### src/inc/clock_select_defs.svh
/*
  Register offsets, field positions, reset values and timing counts for the
  clock select block.
  Assumes it is included once per compilation unit by its bare name.
*/
`ifndef CLOCK_SELECT_DEFS_SVH
`define CLOCK_SELECT_DEFS_SVH

// Register byte addresses on the CPU data-memory bus.
`define ADDR_SUB_OSC_MODE 16'hFFF0
`define ADDR_SUBCLOCK_SELECT 16'hFFF2
`define ADDR_PROC_CLOCK_CTRL 16'hFFFB

// Reset values.
`define RST_PROC_CLOCK_CTRL 8'h02
`define RST_SUB_OSC_MODE 8'h00
`define RST_SUBCLOCK_SELECT 8'h00

// Field positions.
`define BIT_MAIN_OSC_DISABLE 7
`define BIT_CPU_DIVIDE_SELECT 1
`define BIT_FEEDBACK_RES_OFF 1
`define BIT_SUB_OSC_STOP 0
`define BIT_CPU_CLOCK_STATUS 5
`define BIT_CPU_SOURCE_SELECT 4

// Main oscillator stabilisation wait after reset, as log2 of its length in main clock periods.
`define STAB_WAIT_LOG2 15
// Old CPU clock ticks kept after a change: 4 for main to main/4, 2 for any other change.
`define HOLD_MAIN_CLKS 4'h4
`define HOLD_SHORT_CLKS 4'h2

`endif

### src/inc/clock_select_pkg.sv
/*
  Types shared by the clock select block.
  Assumes nothing of its surroundings.
*/
package clock_select_pkg;

  // CPU clock choice, one-hot.
  typedef enum logic [2:0] {
    CLK_MAIN_FULL = 3'h1,
    CLK_MAIN_DIV4 = 3'h2,
    CLK_SUB_DIV2 = 3'h4
  } cpu_clk_sel_t;

endpackage : clock_select_pkg

### src/rtl/clock_edge_sync.sv
/*
  Two-flop synchroniser with a rising-edge pulse taken behind it.
  Assumes the input is a slow oscillator level sampled on mclk.
*/
`timescale 1ns/100ps
module clock_edge_sync (
  // Clocking.
  input wire logic mclk,
  input wire logic sysRst,
  input wire logic clkEn,
  // Data.
  input wire logic levelIn,
  output logic risePulse
);

  logic stage1;
  logic stage2;
  logic stage3;

  // The first stage feeds only the second; the edge looks at later stages.
  always_ff @(posedge mclk) begin
    if (sysRst) begin
      stage1 <= 1'b0;
      stage2 <= 1'b0;
      stage3 <= 1'b0;
    end else if (clkEn) begin
      stage1 <= levelIn;
      stage2 <= stage1;
      stage3 <= stage2;
    end
  end

  assign risePulse = clkEn & stage2 & ~stage3;

endmodule : clock_edge_sync

### src/rtl/dual_osc_clock_select.sv
/*
  Clock generator control: three byte registers, oscillator enables, CPU
  clock choice between main, main/4 and sub/2, with an edge enable out.
  Assumes each oscillator level holds every phase for one mclk period or
  more, and the CPU bus gives one-cycle write and read strobes with a byte
  address.
*/
`timescale 1ns/100ps
`include "clock_select_defs.svh"

// Notes on behaviour
// - Main oscillator stops on STOP instruction (ignored while on sub/2) or main-oscillator disable bit.
// - Reset loads processor clock control with 02H: main/4, main oscillator on.
// - Processor clock control bit 7 disables the main oscillator when one.
// - Source and divide bits pick main, main/4 or sub/2 CPU clock.
// - Reset clears sub-oscillator mode register to 00H.
// - Sub-oscillator mode bit 1 disconnects the feedback resistor when one.
// - Sub-oscillator mode bit 0 stops the sub oscillator when one.
// - Reset clears subclock select register to 00H, main/4 selected.
// - Subclock select bit 5 reads the clock actually driving the CPU.
// - Subclock select bit 4 chooses main or sub oscillator source.
// - Registers accept whole-byte and single-bit writes.
// - Old CPU clock runs a few more clocks before the switch.
// - Main oscillator held stopped in reset, then 2^15 clocks wait.
module dual_osc_clock_select (
  // Clocking.
  input wire logic mclk,
  input wire logic sysRst,
  input wire logic clkEn,
  // CPU register port.
  input wire logic [15:0] busAddr,
  input wire logic busWrite,
  input wire logic busBitOp,
  input wire logic [2:0] busBitSel,
  input wire logic [7:0] busWdata,
  input wire logic busRead,
  output logic [7:0] busRdata,
  output logic busRdataValid,
  // Oscillator levels and standby request.
  input wire logic mainOscLevel,
  input wire logic subOscLevel,
  input wire logic stopExec,
  // Oscillator controls.
  output logic mainOscEnable,
  output logic subOscEnable,
  output logic feedbackResistorOn,
  // CPU clocking.
  output logic cpuClockEnable,
  output logic cpuRunning
);

  logic mainOscDisable;
  logic cpuDivideSelect;
  logic feedbackResistorOff;
  logic subOscStop;
  logic cpuSourceSelect;
  logic cpuClockStatus;
  logic stopMode;
  logic mainRise;
  logic subRise;
  logic subHalf;
  logic [1:0] mainDiv;
  logic [`STAB_WAIT_LOG2:0] stabCount;
  logic [3:0] holdCount;
  logic [7:0] writeByte;
  logic [7:0] curByte;
  logic tick;
  clock_select_pkg::cpu_clk_sel_t activeSel;
  clock_select_pkg::cpu_clk_sel_t next_sel;

  // Edge pulses of each oscillator, resynchronised to mclk.
  clock_edge_sync mainSync (
    .mclk(mclk), .sysRst(sysRst), .clkEn(clkEn),
    .levelIn(mainOscLevel), .risePulse(mainRise)
  );
  clock_edge_sync subSync (
    .mclk(mclk), .sysRst(sysRst), .clkEn(clkEn),
    .levelIn(subOscLevel), .risePulse(subRise)
  );

  // Current byte for a bit operation, so one bit can change alone.
  always_comb begin
    unique case (busAddr)
      `ADDR_PROC_CLOCK_CTRL: curByte = {mainOscDisable, 5'h00,
                                        cpuDivideSelect, 1'b0};
      `ADDR_SUB_OSC_MODE: curByte = {6'h00, feedbackResistorOff, subOscStop};
      `ADDR_SUBCLOCK_SELECT: curByte = {2'h0, cpuClockStatus,
                                        cpuSourceSelect, 4'h0};
      default: curByte = 8'h00;
    endcase
    writeByte = curByte;
    if (busBitOp) begin
      writeByte[busBitSel] = busWdata[0];
    end else begin
      writeByte = busWdata;
    end
  end

  // Processor clock control: divide select and main disable.
  always_ff @(posedge mclk) begin
    if (sysRst) begin
      mainOscDisable <= 1'(`RST_PROC_CLOCK_CTRL >> `BIT_MAIN_OSC_DISABLE);
      cpuDivideSelect <=
          1'(`RST_PROC_CLOCK_CTRL >> `BIT_CPU_DIVIDE_SELECT);
    end else if (clkEn && busWrite && busAddr == `ADDR_PROC_CLOCK_CTRL) begin
      mainOscDisable <= writeByte[`BIT_MAIN_OSC_DISABLE];
      cpuDivideSelect <= writeByte[`BIT_CPU_DIVIDE_SELECT];
    end
  end

  // Sub-oscillator mode: stop bit and feedback resistor. Other bits unstored.
  always_ff @(posedge mclk) begin
    if (sysRst) begin
      feedbackResistorOff <=
          1'(`RST_SUB_OSC_MODE >> `BIT_FEEDBACK_RES_OFF);
      subOscStop <= 1'(`RST_SUB_OSC_MODE >> `BIT_SUB_OSC_STOP);
    end else if (clkEn && busWrite && busAddr == `ADDR_SUB_OSC_MODE) begin
      feedbackResistorOff <= writeByte[`BIT_FEEDBACK_RES_OFF];
      subOscStop <= writeByte[`BIT_SUB_OSC_STOP];
    end
  end

  // Subclock select: only the source bit is writable; status ignores writes.
  always_ff @(posedge mclk) begin
    if (sysRst) begin
      cpuSourceSelect <=
          1'(`RST_SUBCLOCK_SELECT >> `BIT_CPU_SOURCE_SELECT);
    end else if (clkEn && busWrite && busAddr == `ADDR_SUBCLOCK_SELECT) begin
      cpuSourceSelect <= writeByte[`BIT_CPU_SOURCE_SELECT];
    end
  end

  // STOP holds until reset; wake-up logic lives outside this block.
  always_ff @(posedge mclk) begin
    if (sysRst) begin
      stopMode <= 1'b0;
    end else if (clkEn && stopExec && activeSel != 
                 clock_select_pkg::CLK_SUB_DIV2) begin
      stopMode <= 1'b1;
    end
  end

  // Oscillator enables, registered so outputs come from flops.
  always_ff @(posedge mclk) begin
    if (sysRst) begin
      mainOscEnable <= 1'b0;
      subOscEnable <= 1'b0;
      feedbackResistorOn <= 1'b0;
    end else if (clkEn) begin
      mainOscEnable <= ~mainOscDisable & ~stopMode;
      subOscEnable <= ~subOscStop;
      feedbackResistorOn <= ~feedbackResistorOff;
    end
  end

  // Stabilisation wait counts main oscillator edges after release.
  always_ff @(posedge mclk) begin
    if (sysRst) begin
      stabCount <= '0;
      cpuRunning <= 1'b0;
    end else if (clkEn) begin
      if (!stabCount[`STAB_WAIT_LOG2] && mainRise) begin
        stabCount <= stabCount + 1'b1;
      end
      cpuRunning <= stabCount[`STAB_WAIT_LOG2];
    end
  end

  // Dividers on the oscillator edges.
  always_ff @(posedge mclk) begin
    if (sysRst) begin
      mainDiv <= 2'h0;
      subHalf <= 1'b0;
    end else if (clkEn) begin
      if (mainRise) mainDiv <= mainDiv + 2'h1;
      if (subRise) subHalf <= ~subHalf;
    end
  end

  // Requested selection from the source and divide bits.
  always_comb begin
    if (cpuSourceSelect) begin
      next_sel = clock_select_pkg::CLK_SUB_DIV2;
    end else if (cpuDivideSelect) begin
      next_sel = clock_select_pkg::CLK_MAIN_DIV4;
    end else begin
      next_sel = clock_select_pkg::CLK_MAIN_FULL;
    end
  end

  // CPU tick for the active choice; only whole source periods pass.
  always_comb begin
    unique case (activeSel)
      clock_select_pkg::CLK_MAIN_FULL: tick = mainRise;
      clock_select_pkg::CLK_MAIN_DIV4: tick = mainRise && mainDiv == 2'h3;
      clock_select_pkg::CLK_SUB_DIV2: tick = subRise && subHalf;
      default: tick = 1'b0;
    endcase
  end

  // The switch waits a few old-clock ticks, then changes on a tick boundary,
  // so the old clock's last period is never cut short; the first new tick follows the free-running divider.
  always_ff @(posedge mclk) begin
    if (sysRst) begin
      activeSel <= clock_select_pkg::CLK_MAIN_DIV4;
      holdCount <= 4'h0;
      cpuClockStatus <= 1'(`RST_SUBCLOCK_SELECT >> `BIT_CPU_CLOCK_STATUS);
    end else if (clkEn) begin
      if (next_sel == activeSel) begin
        holdCount <= 4'h0;
      end else if (tick) begin
        if (holdCount + 4'h1 >= ((activeSel == clock_select_pkg::CLK_MAIN_FULL
            && next_sel == clock_select_pkg::CLK_MAIN_DIV4) ?
            `HOLD_MAIN_CLKS : `HOLD_SHORT_CLKS)) begin
          activeSel <= next_sel;
          holdCount <= 4'h0;
        end else begin
          holdCount <= holdCount + 4'h1;
        end
      end
      cpuClockStatus <= (activeSel == clock_select_pkg::CLK_SUB_DIV2);
    end
  end

  // Gated clock enable towards the CPU.
  always_ff @(posedge mclk) begin
    if (sysRst) begin
      cpuClockEnable <= 1'b0;
    end else if (clkEn) begin
      cpuClockEnable <= tick & cpuRunning & ~stopMode;
    end
  end

  // Read port: one cycle after the strobe; unmapped reads give zero.
  always_ff @(posedge mclk) begin
    if (sysRst) begin
      busRdata <= 8'h00;
      busRdataValid <= 1'b0;
    end else if (clkEn) begin
      busRdataValid <= busRead;
      busRdata <= busRead ? curByte : 8'h00;
    end
  end

  a_reset_values: assert property (@(posedge mclk)
    sysRst |=> activeSel == clock_select_pkg::CLK_MAIN_DIV4 &&
    !cpuSourceSelect && cpuDivideSelect && !subOscStop)
    else $error("Reset values wrong.");
  a_main_osc_off: assert property (@(posedge mclk) disable iff (sysRst)
    clkEn && (mainOscDisable || stopMode) |=> !mainOscEnable)
    else $error("Main oscillator not stopped.");
  a_sub_osc_ctl: assert property (@(posedge mclk) disable iff (sysRst)
    clkEn |=> subOscEnable == !$past(subOscStop))
    else $error("Sub oscillator enable wrong.");
  a_feedback_ctl: assert property (@(posedge mclk) disable iff (sysRst)
    clkEn |=> feedbackResistorOn == !$past(feedbackResistorOff))
    else $error("Feedback resistor control wrong.");
  a_status_tracks: assert property (@(posedge mclk) disable iff (sysRst)
    clkEn && $changed(activeSel) |-> ##0 1 ##1
    cpuClockStatus == (activeSel == clock_select_pkg::CLK_SUB_DIV2))
    else $error("Clock status does not follow active clock.");
  a_switch_on_tick: assert property (@(posedge mclk) disable iff (sysRst)
    $changed(activeSel) |-> $past(tick))
    else $error("Clock switched off a tick boundary.");
  a_no_run_early: assert property (@(posedge mclk) disable iff (sysRst)
    !stabCount[`STAB_WAIT_LOG2] |=> !cpuClockEnable)
    else $error("CPU clocked before stabilisation.");
  a_status_ro: assert property (@(posedge mclk) disable iff (sysRst)
    clkEn && busWrite && busAddr == `ADDR_SUBCLOCK_SELECT &&
    activeSel != clock_select_pkg::CLK_SUB_DIV2 |=> !cpuClockStatus)
    else $error("Status bit moved by a write.");
  a_hold_bound: assert property (@(posedge mclk) disable iff (sysRst)
    holdCount <= `HOLD_MAIN_CLKS)
    else $error("Hold count beyond bound.");

  c_to_sub: cover property (@(posedge mclk)
    activeSel == clock_select_pkg::CLK_SUB_DIV2);
  c_to_full: cover property (@(posedge mclk)
    activeSel == clock_select_pkg::CLK_MAIN_FULL);
  c_stop: cover property (@(posedge mclk) stopMode);

endmodule : dual_osc_clock_select

### config.mk
export PLATFORM = sky130hd
export DESIGN_NAME = dual_osc_clock_select
export DESIGN_NICKNAME = d
export VERILOG_FILES = /design/src/inc/clock_select_pkg.sv /design/src/rtl/clock_edge_sync.sv /design/src/rtl/dual_osc_clock_select.sv
export VERILOG_INCLUDE_DIRS = /design/src /design/src/inc
export SDC_FILE = /design/constraint.sdc
export NUM_CORES = 1
export LEC_CHECK = 0
export BUFFER_PORTS_ARGS = -buffer_cell sky130_fd_sc_hd__buf_4
export CORE_AREA = 2 2 112 60
export DETAILED_ROUTE_END_ITERATION = 6
export DIE_AREA = 0 0 114 62
export GPL_TIMING_DRIVEN = 0
export PLACE_DENSITY = 0.67
export SKIP_LAST_GASP = 1
export SYNTH_ARGS = -nofsm -noshare
export SYNTH_HDL_FRONTEND = slang
export SYNTH_SLANG_ARGS = --single-unit
### constraint.sdc
create_clock -name mclk -period 1.7 [get_ports mclk]
set_input_delay 0.34 -clock mclk [delete_from_list [all_inputs] [get_ports mclk]]
set_output_delay 0.34 -clock mclk [all_outputs]
set_load 0.01 [all_outputs]
## Word-level counts from Yosys, hierarchy flattened

Cells that the tools add are included.

- Register bits after elaboration: 53
- Bits in latches: 0
- RAM bits: 0
- Bits in read-only memories: 0
- Input bits: 36
- Output and inout port bits: 14
- Word-level logic and storage cells: 87
- Memories: 0

- $add $sub $neg: 3
- Multiply operators: 0
- Divide/modulo/power cells: 0
- $lt $le $gt $ge: 3
- Equal/unequal tests: 10
- Shifts and indexed selects: 0
- Muxes and demuxes: 13
- Bitwise logic cells: 15
- Reductions and logical operators: 18

Operators with widths:

| kind | count |
|---|---|
| $eq 16x16->1 const B | 3 |
| $pmux 8 s3 | 1 |
| $add 16x1->16 const B | 1 |
| $mux 8 | 2 |
| $mux 4 | 3 |
| $logic_and 1x1->1 | 11 |
| $bwmux 8 | 1 |
| $not 1->1 | 8 |
| $reduce_and 2->1 | 4 |
| $and 1x1->1 | 7 |
| $eq 3x2->1 const B | 2 |
| $mux 3 | 2 |
| $add 4x1->4 const B | 1 |
| $ge 4x3->1 | 1 |
| $lt 3x4->1 const B | 1 |
| $reduce_and 4->1 | 1 |
| $demux 1 s3 | 1 |
| $eq 3x1->1 const B | 1 |
| $eq 3x3->1 | 1 |
| $eq 3x3->1 const B | 1 |
| $ge 3x1->1 const B | 1 |
| $ne 3x3->1 const B | 1 |
| $pmux 1 s3 | 1 |
| $add 2x1->2 const B | 1 |
| 5 further kinds | 5 |

## Logic depth before layout (Yosys ltp)

- Depth after elaboration: 9
- Gate-level depth with buffers: 7
- Mapped depth without buffers: 6

## Hierarchy

A second synthesis with hierarchy kept.

- Cell total of the unflattened synthesis: 268
- Area, all modules: 2,306.0 µm²

Modules (own cells, without submodules):

| module | instances | cells an instance | area each (µm²) | sequential area each (µm²) |
|---|---|---|---|---|
| dual_osc_clock_select | 1 | 246 | 2,093.3 | 880.8 |
| clock_edge_sync | 2 | 11 | 106.4 | 60.1 |

## Worst setup path after synthesis

No wires, ideal clock.

- Path kind: input port to flip-flop
- Start: in clkEn
- End: reg activeSel[0]
- Setup time: 123 ps
- Arrival time: 1,487 ps
- Required time: 1,577 ps
- Path slack: 89 ps
- Cell stages on the path: 6
- Path buffers: 1
- Path through: buf_6 -> nand3b_1 -> a211oi_1 -> o211ai_2 -> nor2_1 -> mux2_1

- Word-level cells in the longest chain between the ends: 5
- Elaborated cells between the ends (all ways): 8
- Those cells by class: 1 x mux; 4 x bitwise; 3 x reduce/logical

Ends and longest elaborated chain:

| item | line | text |
|---|---|---|
| start: declaration | dual_osc_clock_select.sv:29 | `input wire logic clkEn,` |
| $and 1x1->1 (2 in a row) | clock_edge_sync.sv:33 | `assign risePulse = clkEn & stage2 & ~stage3;` |
| $logic_and 1x1->1 (on tied branches) | dual_osc_clock_select.sv:196, dual_osc_clock_select.sv:195 |  |
| $pmux 1 s3 | dual_osc_clock_select.sv:193 | `unique case (activeSel)` |
| $reduce_and 4->1 (no line) * | - |  |
| end signal: assignment | dual_osc_clock_select.sv:205 | `activeSel <= clock_select_pkg::CLK_MAIN_DIV4;` |
| end signal: assignment | dual_osc_clock_select.sv:215 | `activeSel <= next_sel;` |
| end: declaration | dual_osc_clock_select.sv:68 | `clock_select_pkg::cpu_clk_sel_t activeSel;` |

Mark *: on every way between the ends. The rest lies on a longest branch, timed or not.
A chain may end at the register's enable or synchronous reset.

## Worst setup path in the final report

- Start: reg cpuSourceSelect
- End: reg activeSel[0]

- Word-level cells in the longest chain between the ends: 6
- Elaborated cells between the ends (all ways): 8
- Those cells by class: 1 x order compare; 2 x eq/ne; 2 x mux; 1 x bitwise; 2 x reduce/logical

Ends and longest elaborated chain:

| item | line | text |
|---|---|---|
| start: declaration | dual_osc_clock_select.sv:56 | `logic cpuSourceSelect;` |
| start signal: assignment | dual_osc_clock_select.sv:126 | `cpuSourceSelect <=` |
| start signal: assignment | dual_osc_clock_select.sv:129 | `` cpuSourceSelect <= writeByte[`BIT_CPU_SOURCE_SELECT]; `` |
| $mux 3 * | dual_osc_clock_select.sv:182 | `if (cpuSourceSelect) begin` |
| $eq 3x2->1 | dual_osc_clock_select.sv:213 | `&& next_sel == clock_select_pkg::CLK_MAIN_DIV4) ?` |
| $logic_and 1x1->1 | dual_osc_clock_select.sv:213 |  |
| $mux 3 (no line) | - |  |
| $ge 4x3->1 | dual_osc_clock_select.sv:212 | `if (holdCount + 4'h1 >= ((activeSel == clock_select_pkg::CLK_MAIN_FULL` |
| $reduce_and 4->1 (no line) | - |  |

Marks and branches as above.

==> flow_metrics.tcl <==
set metrics [dict create \
    outcome "completed" \
    p_per_area_nw_per_um2 814.2 \
    min_path_cells 3 \
    grt_antenna_before_repair 0 \
    numPortBuffers 40 \
    power_frac_clock_pct 43.0 \
    timing_worst_setup_path_type "reg -> reg" \
    vias_per_cell 5.003 \
    syn_inst 260 \
    clk_pin_slew_ns 0.07 \
    setup_slack_ns 0.06752 \
    maxClockFrequency_mhz 612.6 \
    clkLatencyLatePin_ns 0.29 \
    sw_frac_of_total_pct 23.17 \
    yosys_warnings 0 \
    cts_made_buffers 5 \
    dr_iter_0_viols 111 \
    synth-seq-area-share_pct 42.49 \
    yosysTopAreaCellShare_pct 42.49 \
    placement.setup.worst_slack_ns -0.2142 \
    holdBufCountCts 0 \
    flow.area_growth_from_synthesis_pct 27.30 \
    synth-seq-cells 50 \
    top_level_ports 50 \
    max-vdd-ir-drop_uv 460.1 \
    drt_pass1_iterations 4 \
    post_synth_main_area_contributors "dfxtp_1 (42%), nor2_1 (7.0%), mux2i_1 (5.9%), xor2_1 (4.1%), a21oi_1 (3.0%)" \
    core_area_um2 6254 \
    grt_pass1_vias 1762 \
    async_reset_ff_share_pct 0 \
    final_design_area_no_fill_um2 2999 \
    root_buffer "clkbuf_16" \
    dieArea_um2 7068 \
    floorplan.die.height_um 62 \
    intPower_mw 1.876 \
    cellLeakagePower_nw 1.220 \
    num_rows 21 \
    slew-limit-headroom_pct 58.80 \
    ff2ff_path_depth 5 \
    detailed_place_hpwl_um 4065 \
    layout-drive-gt1-share_pct 26.11 \
    fin_util_pct 47.96 \
    nets_final 352 \
    grt_setup_unrepaired "yes" \
    grt_overflow 0 \
    post_synth.cell_area_avg_um2 9.062 \
    worst-slew-pin-transition_ns 0.6180 \
    h-tree-depth 2 \
    mostFrequentLayoutCells "buf_4 (47), dfxtp_1 (47), nor2_1 (43)" \
    die_x_um 114 \
    cts_sinks 50 \
    post-route-drc-count 0 \
    fin_crit_ns 1.632 \
    worstSetupEndpointType "flip-flop" \
    total_wire_length_after_detailed_routing_um 5588 \
    largest_area_contributor_in_the_synthesized_netlist "dfxtp_1" \
    max-cap-violations 0 \
    hold_violation_total_from_the_final_report 0 \
    path_max_fanout 9 \
    initial_core_util_pct 37.68 \
    grt_usage_pct 16.43 \
    gp_congestion 0.8013 \
    global_route_wire_length_before_repair_um 8901 \
    sequential_fraction_of_design_power_pct 49.0 \
    insertedDiodeCount 0 \
    final_min_period_over_clock_period_pct 96.03 \
    antenna_violating_nets_post_route 0 \
    final_max_slew_viol_count 0 \
    finalClockSkew_ns 0.005846 \
    switching_power_mw 0.5657 \
    clock_tree.buffer_depth 2 \
    report.power.total_mw 2.442 \
    post_synth_instance_area_um2 2356 \
    synth_ff_type "dfxtp_1" \
    tritoncts_clock_tree "yes" \
    worst-endpoint-required_ns 1.88 \
    vias 1971 \
    ys_types 57 \
    worstSetupStartpointType "flip-flop" \
    power.combinational.fraction_pct 8.0 \
    number_of_setup_violations_in_the_final_report 0 \
    hold_crit_path_type "in -> reg" \
    grt_start_max_net_pins 17 \
    wl_per_cell_um 14.18 \
    detailed_place.area_um2 2764 \
    synth_enable_flop_cells 0 \
    cp_data_arrival_time_ns 1.81 \
]
## worst paths after layout
kind	start	endpoint	slack, ns
worst max-delay path	cpuSourceSelect$_SDFFE_PP0P_	activeSel[0]$_SDFFE_PP0P_	0.07
worst min-delay path	mainOscLevel	mainSync.stage1$_SDFFE_PP0P_	0.29
worst max register to register	cpuSourceSelect$_SDFFE_PP0P_	activeSel[0]$_SDFFE_PP0P_	0.07
worst min register to register	holdCount[2]$_SDFFE_PP0P_	holdCount[2]$_SDFFE_PP0P_	0.44
## per-stage QoR
stage               TNS [ns]  instances  hold slack, ns
finish                     0        394          0.2898
global placement     -0.7889        382          0.4339
global route        -0.03701        394          0.2938
detailed placement    -1.137        382          0.4395
CTS                        0        391          0.2877
floorplan                  0        262          0.4223
## metal layers
layer	part of all wire (%)	track usage, %
met5	0	0
met4	0.38	4.181
met3	5.9	3.783
met2	39	22.19
met1	54	25.75
## critical path, cell delays in order, from the launching register on
cell and delay, ns:
dfxtp_1 0.30, clkbuf_4 0.18, or4_4 0.54, o211ai_2 0.10, nor2_2 0.09, mux2_1 0.31
## timing repair
item | 4_1_cts | 5_1_grt
endpoints found under the setup margin | 3 | 7
buffers inserted | 1 | 3
resized for setup | 7 | 5
pin swaps | 1 | 4
## synth_stat cells, drive strengths merged (2+ instances only)
| library cell | n |
|---|---|
| dfxtp | 50 |
| nor2 | 44 |
| a21oi | 14 |
| mux2i | 14 |
| nand2 | 11 |
| xor2 | 11 |
| nand3 | 10 |
| nand4 | 10 |
| nor3 | 9 |
| inv | 8 |
| clkbuf | 7 |
| buf | 6 |
| and3 | 5 |
| nand3b | 4 |
| xnor2 | 4 |
| a211oi | 3 |
| a32oi | 3 |
| ha | 3 |
| nand2b | 3 |
| nor2b | 3 |
| nor3b | 3 |
| o21ai | 3 |
| and2 | 2 |
| and3b | 2 |
| and4 | 2 |
| o32ai | 2 |
| o41ai | 2 |
| or2 | 2 |
| or3 | 2 |
| or4 | 2 |
## logic make-up after synthesis
| kind of cell | Yosys count | synth area share, % |
|---|---|---|
| muxes | 15 | 6.426 |
| DFF | 50 | 42.49 |
| and+or+nand+nor | 118 | 27.09 |
| other | 1 | 0.1592 |
| adders and majority gates | 3 | 1.593 |
| buffers and inverters | 22 | 5.258 |
| xor gates and xnor gates | 15 | 5.576 |
| AOI/OAI and AO/OA | 36 | 11.42 |
## layout make-up
class | instances | area (um^2)
buffer | 13 | 92.59
inverter | 9 | 33.78
tap | 80 | 100.1
multi-input combinational | 190 | 1281
timing repair buffer | 44 | 330.3
sequential | 50 | 1005
fill | 592 | 3254
clock inverter | 2 | 17.52
clock buffer | 6 | 138.9
## registers in the layout (all words and copies together) (netlist names), 2 cells and up
register,cells
mainDiv,2
holdCount,4
busRdata,5
activeSel,3
stabCount,16
## power groups by stage
stage | Clock (mW) | Sequential [mW] | Combinational, mW
finish | 1.05 | 1.20 | 0.195
global route | 1.11 | 1.20 | 0.214
CTS | 1.07 | 1.20 | 0.195
detailed placement | 0 | 1.22 | 0.193
global placement | 0 | 1.22 | 0.190
floorplan | 0 | 1.22 | 0.0971
Note: power is estimated with default switching activity, not from simulation.
